==> src/lvr_params.svh <==
// Offsets, codes, field positions and timing counts of the reset block
`ifndef LVR_PARAMS_SVH
`define LVR_PARAMS_SVH

// Register byte offsets on the bus
`define OFS_THRESHOLD_SELECT 8'h00
`define OFS_RESET_CAUSE      8'h04
`define OFS_FLASH_CONTROL    8'h08
`define OFS_CORE_STATUS      8'h0c

// Trip level codes
`define CODE_1V7      8'h66
`define CODE_1V9      8'h55
`define CODE_2V55     8'h33
`define CODE_3V15     8'h99
`define CODE_3V8      8'haa
`define CODE_LVR_OFF  8'hf0
`define SELECT_POR    8'h66

// Flash control key and its reset value
`define FLASH_RESET_KEY 8'h55
`define FLASH_CTRL_POR  8'h00

// Reset cause flag positions
`define BIT_DIP_FLAG     2
`define BIT_CORRUPT_FLAG 1

// Core status bit positions
`define BIT_EXPIRY    0
`define BIT_PDOWN     1
`define BIT_ARMED     2
`define BIT_IN_RESET  3

// Timing: clock rate, times in ns, derived cycle counts (least times round up)
`define CLOCK_MHZ          250
`define DIP_QUALIFY_NS     120000
`define SW_RESET_DELAY_NS  45000
`define DIP_QUALIFY_CYCLES ((`DIP_QUALIFY_NS * `CLOCK_MHZ + 999) / 1000)
`define SW_RESET_CYCLES    ((`SW_RESET_DELAY_NS * `CLOCK_MHZ + 999) / 1000)
`define RESET_HOLD_CYCLES  16'h0010
`define CNT_W              16

`endif

==> src/lvr_pkg.sv <==
// Types shared by the reset and flags block
package lvr_pkg;

  // Sequencer states
  typedef enum logic [1:0] {
    ST_RUN   = 2'b00,
    ST_DELAY = 2'b01,
    ST_HOLD  = 2'b10
  } seq_state_type;

  // Decoded trip level
  typedef enum logic [2:0] {
    LVL_1V7     = 3'b000,
    LVL_1V9     = 3'b001,
    LVL_2V55    = 3'b010,
    LVL_3V15    = 3'b011,
    LVL_3V8     = 3'b100,
    LVL_OFF     = 3'b101,
    LVL_INVALID = 3'b110
  } trip_level_type;

  // What started the current full reset
  typedef enum logic [2:0] {
    CAUSE_POR   = 3'b000,
    CAUSE_DIP   = 3'b001,
    CAUSE_CODE  = 3'b010,
    CAUSE_FLASH = 3'b011,
    CAUSE_WDOG  = 3'b100
  } reset_cause_type;

  // Initialisation commands to the core units
  typedef struct packed {
    logic regs_init;
    logic wdt_clear;
    logic int_disable;
    logic timers_off;
    logic ports_input;
    logic pc_zero;
    logic sp_top;
  } core_init_type;

endpackage

==> src/low_voltage_reset_and_flags.sv <==
// Low-voltage reset, select check, cause flags and reset sequencing
//
// What this block does
// Select code picks one of five trip levels
// Code f0 disables monitor, no reset
// Other codes reset after delay, restore select
// Dip must outlast qualify time to reset
// Dip reset keeps the select register value
// Dip flag bit 2, cleared by zero write
// Corruption flag bit 1, cleared by zero
// Flag bits 7 to 4 read zero
// Key 55 to flash control resets device
// Normal watchdog expiry: full reset, expiry flag
// Sleep expiry: clear PC/SP, set both flags
// Power-on clears flags; dip leaves them
// Power-on clears watchdog, then it counts
// Power-on disables all interrupts
// Power-on stops timers, ports become inputs
// Power-on zeroes PC, stack at top
// Each reset kind loads its own values
// Monitor disabled in sleep or idle
// Supply low only between floor and trip
// Delay and qualify times are parameters
// Cause flags cleared only by power-on or a zero write
`timescale 1ns/1ps
`include "lvr_params.svh"

module low_voltage_reset_and_flags
#(
  parameter logic [`CNT_W-1:0] DIP_QUALIFY_CYCLES = `CNT_W'(`DIP_QUALIFY_CYCLES),
  parameter logic [`CNT_W-1:0] SW_RESET_CYCLES    = `CNT_W'(`SW_RESET_CYCLES)
)
(
  // Clock and power-on reset
  input  wire logic                   CLOCK_IN,
  input  wire logic                   RST_N_IN,
  // Wishbone slave
  input  wire logic                   WB_CYC_IN,
  input  wire logic                   WB_STB_IN,
  input  wire logic                   WB_WE_IN,
  input  wire logic [7:0]             WB_ADR_IN,
  input  wire logic [3:0]             WB_SEL_IN,
  input  wire logic [31:0]            WB_DAT_IN,
  output logic      [31:0]            WB_DAT_OUT,
  output logic                        WB_ACK_OUT,
  // Supply comparators, asynchronous
  input  wire logic                   BELOW_TRIP_IN,
  input  wire logic                   ABOVE_FLOOR_IN,
  // Core events, same clock
  input  wire logic                   SLEEP_MODE_IN,
  input  wire logic                   WDT_TIMEOUT_IN,
  input  wire logic                   STATUS_CLEAR_IN,
  // Reset outputs
  output logic                        SYS_RESET_OUT,
  output lvr_pkg::core_init_type      CORE_INIT_OUT,
  output lvr_pkg::trip_level_type     TRIP_LEVEL_OUT,
  output logic                        LVR_ARMED_OUT,
  output logic                        WATCHDOG_EXPIRY_OUT,
  output logic                        POWER_DOWN_OUT
);
  import lvr_pkg::*;

  ////////////////////////////////////////////////////////////////////////////
  // Helpers

  // Map a select code to its trip level
  function automatic trip_level_type decode_level(input logic [7:0] code);
    case (code)
      `CODE_1V7:     decode_level = LVL_1V7;
      `CODE_1V9:     decode_level = LVL_1V9;
      `CODE_2V55:    decode_level = LVL_2V55;
      `CODE_3V15:    decode_level = LVL_3V15;
      `CODE_3V8:     decode_level = LVL_3V8;
      `CODE_LVR_OFF: decode_level = LVL_OFF;
      default:       decode_level = LVL_INVALID;
    endcase
  endfunction

  // Word address match on a byte offset
  function automatic logic hit(input logic [7:0] adr, input logic [7:0] ofs);
    hit = (adr[7:2] == ofs[7:2]);
  endfunction

  ////////////////////////////////////////////////////////////////////////////
  // Comparator synchronisers

  logic [2:0] below_q;   // Three-stage chain, below trip
  logic [2:0] below_d;
  logic [2:0] floor_q;   // Three-stage chain, above floor
  logic [2:0] floor_d;
  logic       below_f_q; // Agreed level, below trip
  logic       below_f_d;
  logic       floor_f_q; // Agreed level, above floor
  logic       floor_f_d;

  // Shift pins in; accept a level once stages two and three agree
  always_comb
  begin
    below_d   = {below_q[1:0], BELOW_TRIP_IN};
    floor_d   = {floor_q[1:0], ABOVE_FLOOR_IN};
    below_f_d = below_f_q;
    floor_f_d = floor_f_q;
    if (below_q[1] == below_q[2])
    begin
      below_f_d = below_q[2];
    end
    if (floor_q[1] == floor_q[2])
    begin
      floor_f_d = floor_q[2];
    end
  end

  // Register the chains
  always_ff @(posedge CLOCK_IN or negedge RST_N_IN)
  begin
    if (!RST_N_IN)
    begin
      below_q   <= 3'h0;
      floor_q   <= 3'h0;
      below_f_q <= 1'b0;
      floor_f_q <= 1'b0;
    end
    else
    begin
      below_q   <= below_d;
      floor_q   <= floor_d;
      below_f_q <= below_f_d;
      floor_f_q <= floor_f_d;
    end
  end

  ////////////////////////////////////////////////////////////////////////////
  // Bus slave

  logic        ack_q;  // Acknowledge
  logic        ack_d;
  logic [31:0] dat_q;  // Read data
  logic [31:0] dat_d;
  logic        req;    // New request this cycle
  logic        wr;     // Write of the low byte
  logic [7:0]  wdat;   // Written byte

  // Registers of the main group, read below
  logic [7:0]      sel_q;
  logic [1:0]      flags_q;
  logic [7:0]      fc_q;
  logic            to_q;
  logic            pdn_q;
  logic            armed_q;
  seq_state_type   state_q;

  // One-wait-state answer; unmapped reads return zero
  always_comb
  begin
    req   = WB_CYC_IN && WB_STB_IN && !ack_q;
    // Write lands only at the edge where the master samples ack
    wr    = WB_CYC_IN && WB_STB_IN && ack_q && WB_WE_IN && WB_SEL_IN[0];
    wdat  = WB_DAT_IN[7:0];
    ack_d = req;
    dat_d = 32'h0;
    if (req && !WB_WE_IN)
    begin
      if (hit(WB_ADR_IN, `OFS_THRESHOLD_SELECT))
      begin
        dat_d[7:0] = sel_q;
      end
      else if (hit(WB_ADR_IN, `OFS_RESET_CAUSE))
      begin
        // Upper bits stay zero
        dat_d[`BIT_DIP_FLAG]     = flags_q[1];
        dat_d[`BIT_CORRUPT_FLAG] = flags_q[0];
      end
      else if (hit(WB_ADR_IN, `OFS_FLASH_CONTROL))
      begin
        dat_d[7:0] = fc_q;
      end
      else if (hit(WB_ADR_IN, `OFS_CORE_STATUS))
      begin
        dat_d[`BIT_EXPIRY]   = to_q;
        dat_d[`BIT_PDOWN]    = pdn_q;
        dat_d[`BIT_ARMED]    = armed_q;
        dat_d[`BIT_IN_RESET] = (state_q == ST_HOLD);
      end
      else
      begin
        dat_d = 32'h0;
      end
    end
  end

  // Register the answer
  always_ff @(posedge CLOCK_IN or negedge RST_N_IN)
  begin
    if (!RST_N_IN)
    begin
      ack_q <= 1'b0;
      dat_q <= 32'h0;
    end
    else
    begin
      ack_q <= ack_d;
      dat_q <= dat_d;
    end
  end

  ////////////////////////////////////////////////////////////////////////////
  // Reset sequencer and registers

  logic [7:0]         sel_d;     // Threshold select
  logic [1:0]         flags_d;   // {dip, corruption}
  logic [7:0]         fc_d;      // Flash control second
  logic               to_d;      // Watchdog expiry flag
  logic               pdn_d;     // Power-down flag
  logic               armed_d;   // Monitor active
  seq_state_type      state_d;
  reset_cause_type    cause_q;   // Cause of current hold
  reset_cause_type    cause_d;
  logic [`CNT_W-1:0]  cnt_q;     // Delay and hold counter
  logic [`CNT_W-1:0]  cnt_d;
  logic [`CNT_W-1:0]  dip_q;     // Low-supply duration
  logic [`CNT_W-1:0]  dip_d;
  logic               sysrst_q;  // Full reset output
  logic               sysrst_d;
  core_init_type      init_q;    // Core init commands
  core_init_type      init_d;
  trip_level_type     lvl_q;     // Level output
  trip_level_type     lvl;       // Decoded current select
  logic               dip_now;   // Qualified-low condition
  logic               dip_hit;   // Dip lasted long enough
  logic               fc_key;    // Flash reset key write
  logic               active;    // Not holding reset
  logic [1:0]         set_f;     // Flag set events
  logic [1:0]         clr_f;     // Flag clear writes

  // Next state of the whole sequencer
  always_comb
  begin
    lvl      = decode_level(sel_q);
    active   = (state_q != ST_HOLD);
    // Monitor off in sleep, when disabled, or on a bad code
    armed_d  = !SLEEP_MODE_IN && (lvl != LVL_OFF) && (lvl != LVL_INVALID);
    // Low only between the floor and the trip level
    dip_now  = armed_q && below_f_q && floor_f_q;
    dip_hit  = dip_now && (dip_q >= DIP_QUALIFY_CYCLES);
    fc_key   = active && wr && hit(WB_ADR_IN, `OFS_FLASH_CONTROL)
               && (wdat == `FLASH_RESET_KEY);
    sel_d    = sel_q;
    fc_d     = fc_q;
    to_d     = to_q;
    pdn_d    = pdn_q;
    state_d  = state_q;
    cause_d  = cause_q;
    cnt_d    = cnt_q;
    sysrst_d = 1'b0;
    init_d   = '0;
    set_f    = 2'b00;
    clr_f    = 2'b00;
    // Qualify counter runs only while low and running
    if (dip_now && (state_q == ST_RUN))
    begin
      if (dip_q != {`CNT_W{1'b1}})
      begin
        dip_d = dip_q + `CNT_W'(1);
      end
      else
      begin
        dip_d = dip_q;
      end
    end
    else
    begin
      dip_d = '0;
    end
    // Software access while not in reset
    if (active && wr)
    begin
      if (hit(WB_ADR_IN, `OFS_THRESHOLD_SELECT))
      begin
        sel_d = wdat;
      end
      else if (hit(WB_ADR_IN, `OFS_RESET_CAUSE))
      begin
        // Writing zero clears; writing one does nothing
        clr_f[1] = !wdat[`BIT_DIP_FLAG];
        clr_f[0] = !wdat[`BIT_CORRUPT_FLAG];
      end
      else if (hit(WB_ADR_IN, `OFS_FLASH_CONTROL))
      begin
        fc_d = wdat;
      end
      else
      begin
        fc_d = fc_q;
      end
    end
    // Core may clear the status flags
    if (STATUS_CLEAR_IN)
    begin
      to_d  = 1'b0;
      pdn_d = 1'b0;
    end
    case (state_q)
      ST_RUN:
      begin
        cnt_d = '0;
        if (fc_key)
        begin
          state_d = ST_HOLD;
          cause_d = CAUSE_FLASH;
        end
        else if (WDT_TIMEOUT_IN && !SLEEP_MODE_IN)
        begin
          state_d = ST_HOLD;
          cause_d = CAUSE_WDOG;
          to_d    = 1'b1;
        end
        else if (WDT_TIMEOUT_IN)
        begin
          // Only PC and SP, registers untouched
          init_d.pc_zero = 1'b1;
          init_d.sp_top  = 1'b1;
          to_d           = 1'b1;
          pdn_d          = 1'b1;
        end
        else if (dip_hit)
        begin
          state_d  = ST_HOLD;
          cause_d  = CAUSE_DIP;
          set_f[1] = 1'b1;
        end
        else if (lvl == LVL_INVALID)
        begin
          state_d  = ST_DELAY;
          cause_d  = CAUSE_CODE;
          set_f[0] = 1'b1;
        end
        else
        begin
          state_d = ST_RUN;
        end
      end
      ST_DELAY:
      begin
        // Committed: wait out the software reset delay
        if (cnt_q >= SW_RESET_CYCLES - `CNT_W'(1))
        begin
          state_d = ST_HOLD;
          cnt_d   = '0;
        end
        else
        begin
          cnt_d = cnt_q + `CNT_W'(1);
        end
      end
      ST_HOLD:
      begin
        sysrst_d = 1'b1;
        // Full reset: registers and core units to initial values
        init_d   = '1;
        if (cnt_q >= `RESET_HOLD_CYCLES - `CNT_W'(1))
        begin
          // Release; watchdog starts counting from here
          state_d  = ST_RUN;
          cnt_d    = '0;
          sysrst_d = 1'b0;
          init_d   = '0;
        end
        else
        begin
          cnt_d = cnt_q + `CNT_W'(1);
        end
      end
      default:
      begin
        state_d = ST_HOLD;
        cnt_d   = '0;
      end
    endcase
    // Entry into a hold loads per-kind register values
    if ((state_q != ST_HOLD) && (state_d == ST_HOLD))
    begin
      cnt_d = '0;
      fc_d  = `FLASH_CTRL_POR;
      // Dip reset keeps the select; others restore it
      if (cause_d != CAUSE_DIP)
      begin
        sel_d = `SELECT_POR;
      end
      else
      begin
        sel_d = sel_q;
      end
    end
    // Set wins over a same-cycle clear
    flags_d = (flags_q & ~clr_f) | set_f;
  end

  // Register the sequencer; flags only by power-on reset
  always_ff @(posedge CLOCK_IN or negedge RST_N_IN)
  begin
    if (!RST_N_IN)
    begin
      sel_q    <= `SELECT_POR;
      flags_q  <= 2'b00;
      fc_q     <= `FLASH_CTRL_POR;
      to_q     <= 1'b0;
      pdn_q    <= 1'b0;
      armed_q  <= 1'b0;
      state_q  <= ST_HOLD;
      cause_q  <= CAUSE_POR;
      cnt_q    <= '0;
      dip_q    <= '0;
      sysrst_q <= 1'b1;
      init_q   <= '1;
      lvl_q    <= LVL_1V7;
    end
    else
    begin
      sel_q    <= sel_d;
      flags_q  <= flags_d;
      fc_q     <= fc_d;
      to_q     <= to_d;
      pdn_q    <= pdn_d;
      armed_q  <= armed_d;
      state_q  <= state_d;
      cause_q  <= cause_d;
      cnt_q    <= cnt_d;
      dip_q    <= dip_d;
      sysrst_q <= sysrst_d;
      init_q   <= init_d;
      lvl_q    <= lvl;
    end
  end

  // Outputs straight from flip-flops
  assign WB_ACK_OUT          = ack_q;
  assign WB_DAT_OUT          = dat_q;
  assign SYS_RESET_OUT       = sysrst_q;
  assign CORE_INIT_OUT       = init_q;
  assign TRIP_LEVEL_OUT      = lvl_q;
  assign LVR_ARMED_OUT       = armed_q;
  assign WATCHDOG_EXPIRY_OUT = to_q;
  assign POWER_DOWN_OUT      = pdn_q;
endmodule

==> config.mk <==
export PLATFORM = sky130hd
export DESIGN_NAME = low_voltage_reset_and_flags
export DESIGN_NICKNAME = d
export VERILOG_FILES = /design/src/lvr_pkg.sv /design/src/low_voltage_reset_and_flags.sv
export VERILOG_INCLUDE_DIRS = /design/src
export SDC_FILE = /design/constraint.sdc
export NUM_CORES = 1
export LEC_CHECK = 0
export ABC_AREA = 1
export BUFFER_PORTS_ARGS = -buffer_cell sky130_fd_sc_hd__buf_2
export CAP_MARGIN = 20
export CORE_AREA = 3 3 92 94
export DETAILED_ROUTE_END_ITERATION = 10
export DIE_AREA = 0 0 95 97
export GPL_ROUTABILITY_DRIVEN = 0
export HOLD_SLACK_MARGIN = 0.03
export PLACE_DENSITY_LB_ADDON = 0.05
export SETUP_SLACK_MARGIN = 0.15
export SLEW_MARGIN = 20
export SYNTH_ARGS = -nofsm -noshare
export SYNTH_HDL_FRONTEND = slang
export SYNTH_SLANG_ARGS = --single-unit
==> constraint.sdc <==
create_clock -name CLOCK_IN -period 4.7 [get_ports CLOCK_IN]
set_input_delay 0.94 -clock CLOCK_IN [delete_from_list [all_inputs] [get_ports CLOCK_IN]]
set_output_delay 0.94 -clock CLOCK_IN [all_outputs]
set_load 0.01 [all_outputs]
==> run metrics <==
status=finished clean; CTS tree=built; #FFs+latches synth=80; Tmin final=2580 ps; CORE AREA=0.00773 mm2; share of layout cells above drive strength 1=0.195; Die ar.=0.00922 mm2; CP Class=primary input to flop; Worst Setup End Kind=flop; crit-path cells=buf_2 > nor2_1 > nand3_2 > nor2_4 > nand2_1 > nand3b_2 > nand2_1 > nand2_2 > nand2_2 > nand2_2 > nand2_8 > nand3_4 > nor3_1; grt ovf=0; Reg clk slew, reported paths=~90 ps; Hold Vio Cnt, Final=0; ranking of synthesized cells by area=dfrtp_1 40%, nand2_1 11%, inv_1 6.0%; Worst EP arrival=2800 ps; critical path's top delay family=simple AND/OR/NAND/NOR gates; DR iter-0 viols=193; Synth cell types=42; hold buffers post-CTS=0; Post-CTS Setup Bufs=0; vias in the first global route=3363; DRT Wirelength=approximately 9000 um; most used standard cell by instance count after synthesis=nand2_1; Async S/R FF share, synth=1.00; Worst path most repeated cell=nand2_2; Cell Area, Synth=0.00454 mm2; largest net degree at the start of global routing=81; maximum clock frequency=388 MHz; Power per Cell Area=about 400 mW/mm2; num ports=slightly above 100; initial core utilization=0.587; Ant. Diodes=0; vias=between 3000 and 4000; RSZ-0062 raised after global routing=false; worst-margin pin slew=981 ps; HP Class=flop to flop; number of core rows=32; slowest stage delay, CP=300 ps; gr usage total=0.212; Seq/Total Area, Yosys=0.443; EDFF count, synth=0; Lkg Pwr=0.00248 uW; fin. max-slew vios=0; total iterations of the first detailed-routing run=4; Worst IR Drop VDD=~0.18 mV; CP bufs+invs=1; ANT nets after route=0; first-pass GRT wire length=15400 um; Die Ht=97 um; Final Util=0.645; clock skew=9.62 ps; Synth top area share=0.403; # port buffers=47; most frequent cells after synthesis=127 x nand2_1, 73 x dfrtp_1, 72 x inv_1, 71 x nor2_1, 31 x nand3_1; Longest Clk Path Bufs=2; Synth-to-Final Area Change=9.90%; WL per Instance=12.7 um; CTS Root Cell=clkbuf_8; Num CTS Buffers=9; Mapped Cells=560; DRC=0; CP max stage cell=nor2_4; crit start category=primary input; PostCTS Resize Cnt=0; Main synth FF type=dfrtp_1; worst-path maximum fanout=14; max capacitance violation total=0; cell accounting for the most synthesized area=dfrtp_1; setup TNS=0 ps; H-tree Lvls=3; initial antenna violation count=0; routed vias/inst=5.00; Detail Placement HPWL=6880 um; Die X=95 um; clk_lat worst skew=350 ps; Ys Warns=0; Max-Slew Margin vs Limit=0.346; Crit path required time=4930 ps; fin crit share=0.548; clk sink count=80; Total Nets Final=673; Final Setup Violations=0; Avg Synthesized Cell Area=8.10 um2
-- worst paths after layout --
| check | slack (ps) | endpoint | startpoint | cells after the start |
|---|---|---|---|---|
| max | 2120 | cnt_q[7]$_DFF_PN0_ | WB_ADR_IN[5] | 13 |
| min | 350 | below_q[1]$_DFF_PN0_ | below_q[0]$_DFF_PN0_ | 0 |
| max reg2reg | 2200 | cnt_q[7]$_DFF_PN0_ | state_q[1]$_DFF_PN1_ | 13 |
| min reg2reg | 350 | below_q[1]$_DFF_PN0_ | below_q[0]$_DFF_PN0_ | 0 |
| max in group asynchronous | 3320 | below_q[0]$_DFF_PN0_ | RST_N_IN | 1 |
| min in group asynchronous | 710 | dip_q[2]$_DFFE_PN0P_ | RST_N_IN | 1 |
-- sequential cells by signal, indices dropped and copies added (netlist names) --
signal and cells:
LVR_ARMED_OUT 1, WATCHDOG_EXPIRY_OUT 1, CORE_INIT_OUT 2, floor_q 3, sel_q 8, POWER_DOWN_OUT 1
cnt_q 16, TRIP_LEVEL_OUT 3, WB_ACK_OUT 1, dip_q 16, below_q 3, floor_f_q 1
state_q 2, cause_q 3, flags_q 2, below_f_q 1, WB_DAT_OUT 8, fc_q 8
-- per-stage QoR --
step | instance area [um2] | worst slack, ps | total power, uW | cells | hold slack, ps
floorplan | 4630 | 2330 | 1250 | 585 | 331
finish | 4990 | 2120 | 1980 | 717 | 347
CTS | 4990 | 2090 | 1990 | 717 | 352
global route | 4990 | 1870 | 2090 | 717 | 358
detailed placement | 4740 | 1720 | 1370 | 701 | 337
global placement | 4740 | 1770 | 1360 | 701 | 342
-- metal layers --
layer / track usage / wire [um]
met5: 0 / 0
met4: 0.0710 / 157
met3: 0.0381 / 478
met2: 0.322 / 4200
met1: 0.306 / 4300
-- layout by cell type (no fill, tap or decap), types with 2 or more instances in the layout --
cell	n
inv_6	2
maj3_1	2
nor3_1	17
nor2_2	8
buf_2	46
dfrtp_1	73
nand3_1	31
a31oi_1	3
xor2_1	6
ha_1	9
inv_1	72
bufinv_16	3
a211oi_1	5
clkinv_1	2
inv_2	3
nand4_1	6
nor2_1	71
nand2_2	11
a21oi_1	17
conb_1	26
nand3_2	6
nor2_4	12
xnor2_1	3
clkbuf_8	9
o21ai_0	16
nand2_1	127
dfstp_2	7
nand2_4	4
-- final cells by class --
type,instances,area (um2)
timing repair buffer,47,238
clock buffer,10,128
multi-input combinational,394,2070
fill,681,2740
tap,102,128
sequential,80,2010
inverter,78,295
clock inverter,6,115
-- cell families (layout without fill, tap and decap cells) --
logic type               after synthesis  count (layout)  synth area share
buffers and inverters                111             141             0.121
flip-flops                            80              80             0.443
adder cells (fa/ha/maj)               11              11            0.0292
AO/OA/AOI/OAI                         48              48            0.0651
AND/OR/NAND/NOR                      300             300             0.324
XOR/XNOR                               9               9            0.0174
other                                  1              26          0.000826
-- power by group --
part | switching [uW] | internal (uW)
sequential | 62.4 | 765
combinational | 361 | 171
clock | 259 | 357
Note: power is estimated with default switching activity, not from simulation.
